--- config.mk ---
export PLATFORM = sky130hd
export DESIGN_NAME = pwmotf_top
export DESIGN_NICKNAME = d
export VERILOG_FILES = /design/src/pwmotf_pkg.sv /design/src/pwmotf_sync.sv /design/src/pwmotf_top.sv
export SDC_FILE = /design/constraint.sdc
export NUM_CORES = 1
export LEC_CHECK = 0
export BUFFER_PORTS_ARGS = -buffer_cell sky130_fd_sc_hd__buf_2
export CAP_MARGIN = 20
export CORE_AREA = 4 4 133 199
export CTS_BUF_LIST = sky130_fd_sc_hd__clkbuf_8
export CTS_CLUSTER_SIZE = 28
export DETAILED_ROUTE_END_ITERATION = 6
export DIE_AREA = 0 0 137 203
export SLEW_MARGIN = 20
export SYNTH_ARGS = -nofsm -noshare
export SYNTH_HDL_FRONTEND = slang
export SYNTH_SLANG_ARGS = --single-unit
--- constraint.sdc ---
create_clock -name pclk -period 3.4 [get_ports pclk]
set_input_delay 0.68 -clock pclk [delete_from_list [all_inputs] [get_ports pclk]]
set_output_delay 0.68 -clock pclk [all_outputs]
set_load 0.005 [all_outputs]
--- src/pwmotf_pkg.sv ---
// Package for the PWM output, trigger and fault control block.
// Assumes a 32-bit APB slave with one register per aligned word.
package pwmotf_pkg;

  // Register byte offsets
  localparam logic [7:0] ADDR_ALT_DT   = 8'h00;
  localparam logic [7:0] ADDR_TRG_CTL  = 8'h04;
  localparam logic [7:0] ADDR_PIN_CTL  = 8'h08;
  localparam logic [7:0] ADDR_TRG_CMP  = 8'h0c;
  localparam logic [7:0] ADDR_FLT_CTL  = 8'h10;
  localparam logic [7:0] ADDR_MOD_CTL  = 8'h14;
  localparam logic [7:0] ADDR_STATUS   = 8'h18;
  localparam int         NUM_REGS      = 7;

  // Write masks, implemented bits only
  localparam logic [15:0] MASK_ALT_DT  = 16'h3fff;
  localparam logic [15:0] MASK_TRG_CTL = 16'hf0bf;
  localparam logic [15:0] MASK_PIN_CTL = 16'hffff;
  localparam logic [15:0] MASK_TRG_CMP = 16'hfff8;
  localparam logic [15:0] MASK_FLT_CTL = 16'hffff;
  localparam logic [15:0] MASK_MOD_CTL = 16'h0001;
  localparam logic [15:0] REG_RESET    = 16'h0000;

  // Trigger control fields
  localparam int TRG_DIV_LSB   = 12;
  localparam int TRG_DUAL_BIT  = 7;
  localparam int TRG_START_LSB = 0;

  // Pin control fields
  localparam int PIN_OWN_H     = 15;
  localparam int PIN_OWN_L     = 14;
  localparam int PIN_POL_H     = 13;
  localparam int PIN_POL_L     = 12;
  localparam int PIN_MODE_LSB  = 10;
  localparam int PIN_OVR_EN_H  = 9;
  localparam int PIN_OVR_EN_L  = 8;
  localparam int PIN_OVR_LSB   = 6;
  localparam int PIN_FLT_LSB   = 4;
  localparam int PIN_CL_LSB    = 2;
  localparam int PIN_SWAP      = 1;
  localparam int PIN_OVERRIDE_SYNCHRONISATION     = 0;

  // Fault and current-limit fields
  localparam int FLT_INDEP     = 15;
  localparam int FLT_CL_SRC    = 10;
  localparam int FLT_CL_POL    = 9;
  localparam int FLT_CL_EN     = 8;
  localparam int FLT_SRC_LSB   = 3;
  localparam int FLT_POL       = 2;
  localparam int FLT_MODE_LSB  = 0;

  // Source encodings
  localparam logic [4:0] SRC_CMP_LAST   = 5'h03;
  localparam logic [4:0] SRC_FAULT_BASE = 5'h08;
  localparam logic [4:0] SRC_FAULT_LAST = 5'h1e;
  localparam int         NUM_CMP        = 4;
  localparam int         NUM_FAULT      = 23;

  typedef enum logic [1:0] {
    PWMOTF_MODE_COMPL  = 2'b00,
    PWMOTF_MODE_REDUND = 2'b01,
    PWMOTF_MODE_PUSH   = 2'b10,
    PWMOTF_MODE_INDEP  = 2'b11
  } pwmotf_mode_e;

  typedef enum logic [1:0] {
    PWMOTF_FLT_LATCH = 2'b00,
    PWMOTF_FLT_CYCLE = 2'b01,
    PWMOTF_FLT_RSVD  = 2'b10,
    PWMOTF_FLT_OFF   = 2'b11
  } pwmotf_fmode_e;

  // Start delay states, Gray along the path
  typedef enum logic [1:0] {
    PWMOTF_ST_IDLE = 2'b00,
    PWMOTF_ST_WAIT = 2'b01,
    PWMOTF_ST_RUN  = 2'b11
  } pwmotf_st_e;

endpackage

--- src/pwmotf_sync.sv ---
// Two-stage synchroniser bank for asynchronous inputs.
// Assumes inputs are levels from outside the pclk domain.
`timescale 1ns/100ps
`default_nettype none
module pwmotf_sync #(
  parameter int WIDTH = 1
) (
  // Clock and reset
  input  wire logic             pclk,
  input  wire logic             presetn,
  // Data
  input  wire logic [WIDTH-1:0] async_in,
  output logic      [WIDTH-1:0] sync_out
);
  logic [WIDTH-1:0] meta_ff;

  always_ff @(posedge pclk or negedge presetn) begin
    if (!presetn) begin
      meta_ff  <= '0;
      sync_out <= '0;
    end else begin
      meta_ff  <= async_in;
      sync_out <= meta_ff;
    end
  end
endmodule
`default_nettype wire

--- src/pwmotf_top.sv ---
// PWM generator output stage, ADC trigger logic and fault selection.
// Assumes APB master on pclk; raw PWM, time base and trigger events
// come from same-clock logic, fault and comparator inputs from pins.
`timescale 1ns/100ps
`default_nettype none
module pwmotf_top
  import pwmotf_pkg::*;
#(
  parameter int DIV_W   = 4,
  parameter int START_W = 6
) (
  // Clock and reset
  input  wire logic        pclk,
  input  wire logic        presetn,
  // APB slave
  input  wire logic        psel,
  input  wire logic        penable,
  input  wire logic        pwrite,
  input  wire logic [7:0]  paddr,
  input  wire logic [31:0] pwdata,
  output logic      [31:0] prdata,
  output logic             pready,
  output logic             pslverr,
  // PWM core signals, same clock
  input  wire logic        raw_high,
  input  wire logic        raw_low,
  input  wire logic        cycle_start,
  input  wire logic        local_tb,
  input  wire logic [15:0] tb_count,
  input  wire logic        sec_trig_event,
  // Asynchronous pin inputs
  input  wire logic [pwmotf_pkg::NUM_CMP-1:0]   cmp_in,
  input  wire logic [pwmotf_pkg::NUM_FAULT-1:0] fault_in,
  // Pins and triggers
  output logic             high_side_output,
  output logic             high_side_oe,
  output logic             low_side_output,
  output logic             low_side_oe,
  output logic             adc_trigger,
  output logic             sec_adc_trigger,
  output logic             dead_time_compensation_input
);
  import pwmotf_pkg::*;

  typedef struct packed {
    logic [15:0]        alt_dt;
    logic [15:0]        trg_ctl;
    logic [15:0]        pin_ctl;
    logic [15:0]        trg_cmp;
    logic [15:0]        flt_ctl;
    logic               enable;
    logic [31:0]        rdata;
    logic               ready;
    logic               slverr;
    pwmotf_st_e         st;
    logic [START_W-1:0] start_cnt;
    logic [DIV_W-1:0]   div_cnt;
    logic [1:0]         ovr_act;
    logic               flt_latched;
    logic               high_o;
    logic               low_o;
    logic               high_oe;
    logic               low_oe;
    logic               trig;
    logic               sec_trig;
    logic               dtc;
  } pwmotf_state_s;

  pwmotf_state_s cur_ff;
  pwmotf_state_s nxt_cur;

  logic [NUM_CMP+NUM_FAULT-1:0] src_sync;

  pwmotf_sync #(
    .WIDTH (NUM_CMP + NUM_FAULT)
  ) u_sync (
    .pclk     (pclk),
    .presetn  (presetn),
    .async_in ({fault_in, cmp_in}),
    .sync_out (src_sync)
  );

  // Decode of a source select code to a raw level; reserved reads low
  function automatic logic pick_src(input logic [4:0] sel,
                                    input logic [NUM_CMP+NUM_FAULT-1:0] src);
    logic r;
    r = 1'b0;
    if (sel <= SRC_CMP_LAST) begin
      r = src[sel];
    end else if (sel >= SRC_FAULT_BASE && sel <= SRC_FAULT_LAST) begin
      r = src[NUM_CMP + 5'(sel - SRC_FAULT_BASE)];
    end
    return r;
  endfunction

  function automatic logic [15:0] wmask(input logic [7:0] a);
    logic [15:0] m;
    m = 16'h0000;
    case (a)
      ADDR_ALT_DT:  m = MASK_ALT_DT;
      ADDR_TRG_CTL: m = MASK_TRG_CTL;
      ADDR_PIN_CTL: m = MASK_PIN_CTL;
      ADDR_TRG_CMP: m = MASK_TRG_CMP;
      ADDR_FLT_CTL: m = MASK_FLT_CTL;
      ADDR_MOD_CTL: m = MASK_MOD_CTL;
      default:      m = 16'h0000;
    endcase
    return m;
  endfunction

  logic              apb_wr;
  logic              apb_rd;
  logic              addr_ok;
  logic              flt_raw;
  logic              cl_raw;
  logic              flt_act;
  logic              cl_act;
  logic              indep;
  logic              trig_ev;
  logic              pri_match;
  logic [1:0]        ovr_d;
  logic [1:0]        sig;
  logic              pol_h;
  logic              pol_l;
  logic [15:0]       wd;
  pwmotf_mode_e      omode;
  pwmotf_fmode_e     fmode;

  always_comb begin
    nxt_cur = cur_ff;
    wd      = pwdata[15:0];
    addr_ok = (paddr[7:0] <= ADDR_STATUS) && (paddr[1:0] == 2'b00);
    // Write lands at the access edge where pready is seen high
    apb_wr  = psel && penable && pwrite && cur_ff.ready;
    apb_rd  = psel && !penable && !pwrite;

    // Fault and current-limit source selection with polarity
    cl_raw  = pick_src(cur_ff.flt_ctl[FLT_CL_SRC +: 5], src_sync);
    flt_raw = pick_src(cur_ff.flt_ctl[FLT_SRC_LSB +: 5], src_sync);
    cl_act  = cl_raw ^ cur_ff.flt_ctl[FLT_CL_POL];
    flt_act = flt_raw ^ cur_ff.flt_ctl[FLT_POL];
    nxt_cur.dtc = cl_act;
    indep   = cur_ff.flt_ctl[FLT_INDEP];
    fmode   = pwmotf_fmode_e'(cur_ff.flt_ctl[FLT_MODE_LSB +: 2]);

    // APB: answer one cycle after setup, pready high in access phase
    nxt_cur.ready  = psel && !penable;
    nxt_cur.slverr = psel && !penable && !addr_ok;
    if (apb_wr && addr_ok) begin
      case (paddr)
        ADDR_ALT_DT:  nxt_cur.alt_dt  = wd & wmask(paddr);
        ADDR_TRG_CTL: nxt_cur.trg_ctl = wd & wmask(paddr);
        ADDR_PIN_CTL: nxt_cur.pin_ctl = wd & wmask(paddr);
        ADDR_TRG_CMP: nxt_cur.trg_cmp = wd & wmask(paddr);
        ADDR_FLT_CTL: nxt_cur.flt_ctl = wd & wmask(paddr);
        ADDR_MOD_CTL: nxt_cur.enable  = wd[0];
        default:      nxt_cur.enable  = cur_ff.enable;
      endcase
    end
    nxt_cur.rdata = 32'h0000_0000;
    if (apb_rd && addr_ok) begin
      case (paddr)
        ADDR_ALT_DT:  nxt_cur.rdata = {16'h0000, cur_ff.alt_dt};
        ADDR_TRG_CTL: nxt_cur.rdata = {16'h0000, cur_ff.trg_ctl};
        ADDR_PIN_CTL: nxt_cur.rdata = {16'h0000, cur_ff.pin_ctl};
        ADDR_TRG_CMP: nxt_cur.rdata = {16'h0000, cur_ff.trg_cmp};
        ADDR_FLT_CTL: nxt_cur.rdata = {16'h0000, cur_ff.flt_ctl};
        ADDR_MOD_CTL: nxt_cur.rdata = {31'h0000_0000, cur_ff.enable};
        ADDR_STATUS:  nxt_cur.rdata = {24'h00_0000, 2'(cur_ff.st),
                                       cur_ff.dtc, cur_ff.flt_latched,
                                       cl_act, flt_act,
                                       cur_ff.high_o, cur_ff.low_o};
        default:      nxt_cur.rdata = 32'h0000_0000;
      endcase
    end

    // Latched fault clears only at a cycle boundary with the fault gone
    case (fmode)
      PWMOTF_FLT_LATCH: begin
        if (flt_act) begin
          nxt_cur.flt_latched = 1'b1;
        end else if (cycle_start) begin
          nxt_cur.flt_latched = 1'b0;
        end
      end
      PWMOTF_FLT_CYCLE: nxt_cur.flt_latched = flt_act;
      default:          nxt_cur.flt_latched = 1'b0;
    endcase

    // Trigger: compare, dual merge, start delay, postscaler
    pri_match = local_tb && (tb_count[15:3] == cur_ff.trg_cmp[15:3]);
    trig_ev   = pri_match || (cur_ff.trg_ctl[TRG_DUAL_BIT] && sec_trig_event);
    nxt_cur.trig     = 1'b0;
    nxt_cur.sec_trig = 1'b0;
    case (cur_ff.st)
      PWMOTF_ST_IDLE: begin
        nxt_cur.div_cnt   = '0;
        nxt_cur.start_cnt = cur_ff.trg_ctl[TRG_START_LSB +: START_W];
        if (cur_ff.enable) begin
          nxt_cur.st = PWMOTF_ST_WAIT;
        end
      end
      PWMOTF_ST_WAIT: begin
        if (cur_ff.start_cnt == '0) begin
          nxt_cur.st = PWMOTF_ST_RUN;
        end else if (cycle_start) begin
          nxt_cur.start_cnt = cur_ff.start_cnt - 1'b1;
        end
      end
      PWMOTF_ST_RUN: begin
        if (trig_ev) begin
          if (cur_ff.div_cnt == cur_ff.trg_ctl[TRG_DIV_LSB +: DIV_W]) begin
            nxt_cur.div_cnt = '0;
            nxt_cur.trig    = 1'b1;
          end else begin
            nxt_cur.div_cnt = cur_ff.div_cnt + 1'b1;
          end
        end
        nxt_cur.sec_trig = sec_trig_event && !cur_ff.trg_ctl[TRG_DUAL_BIT];
      end
      default: nxt_cur.st = PWMOTF_ST_IDLE;
    endcase
    if (!cur_ff.enable) begin
      nxt_cur.st = PWMOTF_ST_IDLE;
    end

    // Override data update timing
    if (!cur_ff.pin_ctl[PIN_OVERRIDE_SYNCHRONISATION] || cycle_start) begin
      nxt_cur.ovr_act = cur_ff.pin_ctl[PIN_OVR_LSB +: 2];
    end

    // Output mode shaping, logical states
    omode = pwmotf_mode_e'(cur_ff.pin_ctl[PIN_MODE_LSB +: 2]);
    case (omode)
      PWMOTF_MODE_COMPL:  sig = {raw_high, !raw_high};
      PWMOTF_MODE_REDUND: sig = {raw_high, raw_high};
      PWMOTF_MODE_PUSH:   sig = {raw_high && !cur_ff.div_cnt[0],
                                 raw_high && cur_ff.div_cnt[0]};
      PWMOTF_MODE_INDEP:  sig = {raw_high, raw_low};
      default:            sig = {raw_high, raw_low};
    endcase

    // Current limit, normal or independent fault handling
    if (cur_ff.flt_ctl[FLT_CL_EN] && cl_act) begin
      if (!indep) begin
        sig = cur_ff.pin_ctl[PIN_CL_LSB +: 2];
      end else begin
        sig[1] = cur_ff.pin_ctl[PIN_FLT_LSB + 1];
      end
    end
    if (cur_ff.flt_latched) begin
      if (!indep) begin
        sig = cur_ff.pin_ctl[PIN_FLT_LSB +: 2];
      end else begin
        sig[0] = cur_ff.pin_ctl[PIN_FLT_LSB];
      end
    end

    // Override has top priority per pin
    ovr_d = cur_ff.ovr_act;
    if (cur_ff.pin_ctl[PIN_OVR_EN_H]) begin
      sig[1] = ovr_d[1];
    end
    if (cur_ff.pin_ctl[PIN_OVR_EN_L]) begin
      sig[0] = ovr_d[0];
    end

    // Swap then polarity to pin levels
    if (cur_ff.pin_ctl[PIN_SWAP]) begin
      sig = {sig[0], sig[1]};
    end
    pol_h = cur_ff.pin_ctl[PIN_POL_H];
    pol_l = cur_ff.pin_ctl[PIN_POL_L];
    nxt_cur.high_o  = sig[1] ^ pol_h;
    nxt_cur.low_o   = sig[0] ^ pol_l;
    nxt_cur.high_oe = cur_ff.pin_ctl[PIN_OWN_H];
    nxt_cur.low_oe  = cur_ff.pin_ctl[PIN_OWN_L];
  end

  always_ff @(posedge pclk or negedge presetn) begin
    if (!presetn) begin
      cur_ff <= '{alt_dt: REG_RESET, trg_ctl: REG_RESET, pin_ctl: REG_RESET,
                  trg_cmp: REG_RESET, flt_ctl: REG_RESET, enable: 1'b0,
                  rdata: 32'h0000_0000, ready: 1'b0, slverr: 1'b0,
                  st: PWMOTF_ST_IDLE, start_cnt: '0, div_cnt: '0,
                  ovr_act: 2'b00, flt_latched: 1'b0, high_o: 1'b0,
                  low_o: 1'b0, high_oe: 1'b0, low_oe: 1'b0, trig: 1'b0,
                  sec_trig: 1'b0, dtc: 1'b0};
    end else begin
      cur_ff <= nxt_cur;
    end
  end

  assign prdata                       = cur_ff.rdata;
  assign pready                       = cur_ff.ready;
  assign pslverr                      = cur_ff.slverr;
  assign high_side_output             = cur_ff.high_o;
  assign high_side_oe                 = cur_ff.high_oe;
  assign low_side_output              = cur_ff.low_o;
  assign low_side_oe                  = cur_ff.low_oe;
  assign adc_trigger                  = cur_ff.trig;
  assign sec_adc_trigger              = cur_ff.sec_trig;
  assign dead_time_compensation_input = cur_ff.dtc;
endmodule
`default_nettype wire

==> summary by stage <==
Synth
In this run, distinct cell masters in the synthesized netlist total 66. By area the synthesized netlist is led by sky130_fd_sc_hd__dfrtp_1 (53%), sky130_fd_sc_hd__mux2_1 (7.4%), sky130_fd_sc_hd__mux4_2 (3.4%). The number of standard cells after synthesis is 640.

By count the netlist is led by sky130_fd_sc_hd__dfrtp_1 (165), sky130_fd_sc_hd__mux2_1 (52), sky130_fd_sc_hd__nand2_1 (43), sky130_fd_sc_hd__buf_4 (34), sky130_fd_sc_hd__o21ai_0 (28). The share of the Yosys chip area taken by registers is 0.525. A synthesized cell averages 12.3 um2.

The most instantiated flip-flop cell in the synthesis netlist is sky130_fd_sc_hd__dfrtp_1. The synthesized netlist occupies a cell area of 7860 um2. The share of synthesized area in the top cell type comes to 0.525. The cell with the most instances after synthesis is sky130_fd_sc_hd__dfrtp_1. The count of state elements after synthesis is 165.

The Yosys step of the flow raised 0 warnings. The leading area contributor after synthesis is sky130_fd_sc_hd__dfrtp_1. Yosys mapped a number of flops with a built-in enable equal to 0. The post-synthesis async set-or-reset flop share is 1.00.

Pwr
In this run the static leakage power is 4.24 nW. Power spread over the standard cell area amounts to 405 nW/um2. VDD sags by at most 0.000240 V. The power consumption is 0.00367 W.

Clock tree
The number of sinks on the clock net is 165. The clock latency at the later pin of the worst-skew pair is 460 ps. The clock tree from TritonCTS is yes. The clock tree synthesis step divided the H-tree into 4 levels.

The number of buffers on the longest clock path is 2. CTS placed an instance of sky130_fd_sc_hd__clkbuf_8 at the clock tree root. The total of cells resized after clock tree synthesis is 0. The clock buffer count from CTS is 17.

The clock input transition at the sequential cells of the worst setup and hold paths is 90 ps. The post-CTS setup-driven buffer insertion count is 0. The number of hold buffers added after CTS was 0.

Global route
The largest net degree at the start of global routing is 71. For this run, the total global-route usage over all layers was measured as 0.145. The number of antenna violations at the first check in global routing was 0. The via count of the first global-routing pass came to 5383. The first global-routing pass estimated 30300 um of wire.

For this run the aggregate overflow at the end of global routing stands at 0.

Worst setup path
The critical path contains buffers and inverters numbering 0 combined. The kind of launch point of the worst setup path is a flip-flop. The data arrival time of the worst path is 3490 ps. In this run the register-to-register setup slack is 300 ps. The dominant delay contributor by cell family on the critical path is simple AND/OR/NAND/NOR gates. The slowest cell on the critical path is sky130_fd_sc_hd__dfrtp_1. Along the worst path, the maximum fanout reaches 12. The critical path endpoint category is a flip-flop. The longest individual stage delay on the worst path is 710 ps. The critical path goes through mux2_1 > mux4_2 > a21boi_1 > nor4_1 > or3_4 > and4_4 > or4_1 > o211ai_1.

The path type of the worst setup path is flip-flop to flip-flop. The critical path required time is 3780 ps.

Route
The highest layer touched by signal routing is met4. The post-detailed-route count of antenna-violating nets is 0. For this run, the detailed router's first-pass iteration total came to 7. The iteration-0 DRC count of the detailed router is 316. The average via count per standard cell is 4.89.

After detailed routing, the wire length on met1 is 7420 um. The per-cell routed wire length is 18.0 um. In the detailed route, the total length drawn on met2 is 10600 um. For this run, design rule violations remaining after detail routing come to 0. The routed layout has 5281 vias. The sum of met3 wire segment lengths after detailed routing is 1030 um. For this block, the routed nets add up to 19500 um of wire.

Floorplanning
The height of the die is 203 um. The die span in x is 137 um. The initial utilization of the core area, before any placement, comes to 0.316. The standard cell core area is 24900 um2. The I/O pin total is 134.

The number of rows in the core area is 71. The floorplan die area is 27800 um2.

STA
Setup repair after global routing left no endpoint under its margin. The number of pins exceeding their max-slew limit in the final report is 0. The share of the clock period used by the worst path is 0.913. Setup violations remaining at the end of the flow were counted as 0. For this run, the top clock speed supported by timing is 322 MHz. The routed design could run at a clock period as short as 3100 ps.

For the pin with the worst max-slew slack, the measured transition is 815 ps. The final hold violation count is 0. The setup TNS is 0 ps.

The worst setup skew after layout is 7.43 ps. The max-slew headroom at the worst pin is 0.457.

Layout
The combined flip-flop and latch cell area is 4130 um2. The layout overhead on the synthesized area is 15.3%. In the final design database the tool counted 848 nets. The core occupancy in the finished layout is 0.364. The number of antenna repair diodes is 0. In the final layout, the multi-input gates occupy 3330 um2. The number of fillers in the final layout is 2461.

In the final layout, the share of cells above drive strength 1 is 0.266.

Place
The wire-length estimate of the detail-placed layout is 14600 um. The count of input and output buffers is 98. The placer congestion estimate is 0.820.

Min path
The worst hold path belongs to the class input port to asynchronous set/reset pin.

Outcome
The run finished with clean final reports.

Run
The total of max-cap violations is 0.
path summary, 6_finish.rpt:
kind / from / to / depth (start not counted)
max reg2reg: cur_ff[67] / low_side_output / 8
min: presetn / u_sync.meta_ff[11] / 1
max: cur_ff[67] / low_side_output / 8
min in group pclk: fault_in[19] / u_sync.meta_ff[23] / 1
max in group asynchronous: presetn / u_sync.meta_ff[17] / 2
min reg2reg: u_sync.meta_ff[0] / u_sync.sync_out[0] / 0
worst register-to-register path: cells and delay by family (launching register included):
family,cells,cell delay (ps)
AO/OA/AOI/OAI,2,270
flip-flops,1,710
multiplexers,2,880
AND/OR/NAND/NOR,4,1160
logic make-up after synthesis:
family                   after synthesis  synth area share
other                                  1          0.000477
flip-flops                           165             0.525
AND/OR/NAND/NOR                      148             0.101
AO/OA/AOI/OAI                        101            0.0839
adder cells (fa/ha/maj)               15            0.0239
multiplexers                         111             0.183
buffers and inverters                 77            0.0579
XOR/XNOR                              22            0.0245
stage by stage:
step	hold WS (ps)	cells	area (um2)	setup slack, ps
2_1_floorplan	331	655	7920	375
5_1_grt	239	1081	9060	123
3_5_place_dp	335	1049	8660	263
6_report	219	1081	9060	297
3_3_place_gp	333	1049	8660	313
4_1_cts	227	1081	9060	260
area by class of cell:
type                            count  area share
Clock buffer                       17      0.0258
Timing Repair Buffer              126      0.0794
Tap cell                          328      0.0453
Sequential cell                   165       0.456
Multi-Input combinational cell    413       0.368
Inverter                           17     0.00732
Clock inverter                     15      0.0188
per-layer routing:
| layer | GRT usage | vias to the layer above |
|---|---|---|
| met5 | 0 | - |
| met4 | 0.0492 | 0 |
| met3 | 0.0322 | 18 |
| met2 | 0.262 | 139 |
| met1 | 0.166 | 2653 |
| li1 | - | 2471 |
cell usage in the layout (no fill, tap or decap), types with 5 or more instances in the layout:
| master | instances |
|---|---|
| sky130_fd_sc_hd__nor3_1 | 8 |
| sky130_fd_sc_hd__mux2_2 | 21 |
| sky130_fd_sc_hd__nor3b_1 | 5 |
| sky130_fd_sc_hd__clkbuf_8 | 17 |
| sky130_fd_sc_hd__o21ai_0 | 28 |
| sky130_fd_sc_hd__nand3_1 | 6 |
| sky130_fd_sc_hd__nor2_1 | 27 |
| sky130_fd_sc_hd__ha_1 | 15 |
| sky130_fd_sc_hd__buf_4 | 27 |
| sky130_fd_sc_hd__a21oi_1 | 23 |
| sky130_fd_sc_hd__a31oi_1 | 5 |
| sky130_fd_sc_hd__mux2_1 | 52 |
| sky130_fd_sc_hd__inv_1 | 16 |
| sky130_fd_sc_hd__nand2b_1 | 7 |
| sky130_fd_sc_hd__inv_6 | 5 |
| sky130_fd_sc_hd__nand2_1 | 43 |
| sky130_fd_sc_hd__mux4_2 | 12 |
| sky130_fd_sc_hd__conb_1 | 16 |
| sky130_fd_sc_hd__nand4_1 | 9 |
| sky130_fd_sc_hd__a222oi_1 | 10 |
| sky130_fd_sc_hd__mux2i_1 | 20 |
| sky130_fd_sc_hd__mux4_1 | 5 |
| sky130_fd_sc_hd__nor2b_1 | 9 |
| sky130_fd_sc_hd__and3_1 | 5 |
| sky130_fd_sc_hd__dfrtp_1 | 165 |
| sky130_fd_sc_hd__a221oi_1 | 5 |
| sky130_fd_sc_hd__xnor2_1 | 19 |
| sky130_fd_sc_hd__buf_2 | 97 |
power breakdown:
group | internal, W | leakage, nW | switching (W)
combinational | 0.0000816 | 1.90 | 0.000118
sequential | 0.00200 | 2.14 | 0.0000211
clock | 0.000671 | 0.200 | 0.000780
flip-flops by register name (all words and copies together) (netlist names), 2 cells and up:
register / cells
ovr_d: 2
u_sync.meta_ff: 27
cur_ff: 84
prdata: 16
u_sync.sync_out: 27
Power figures use the tool's default switching activity.
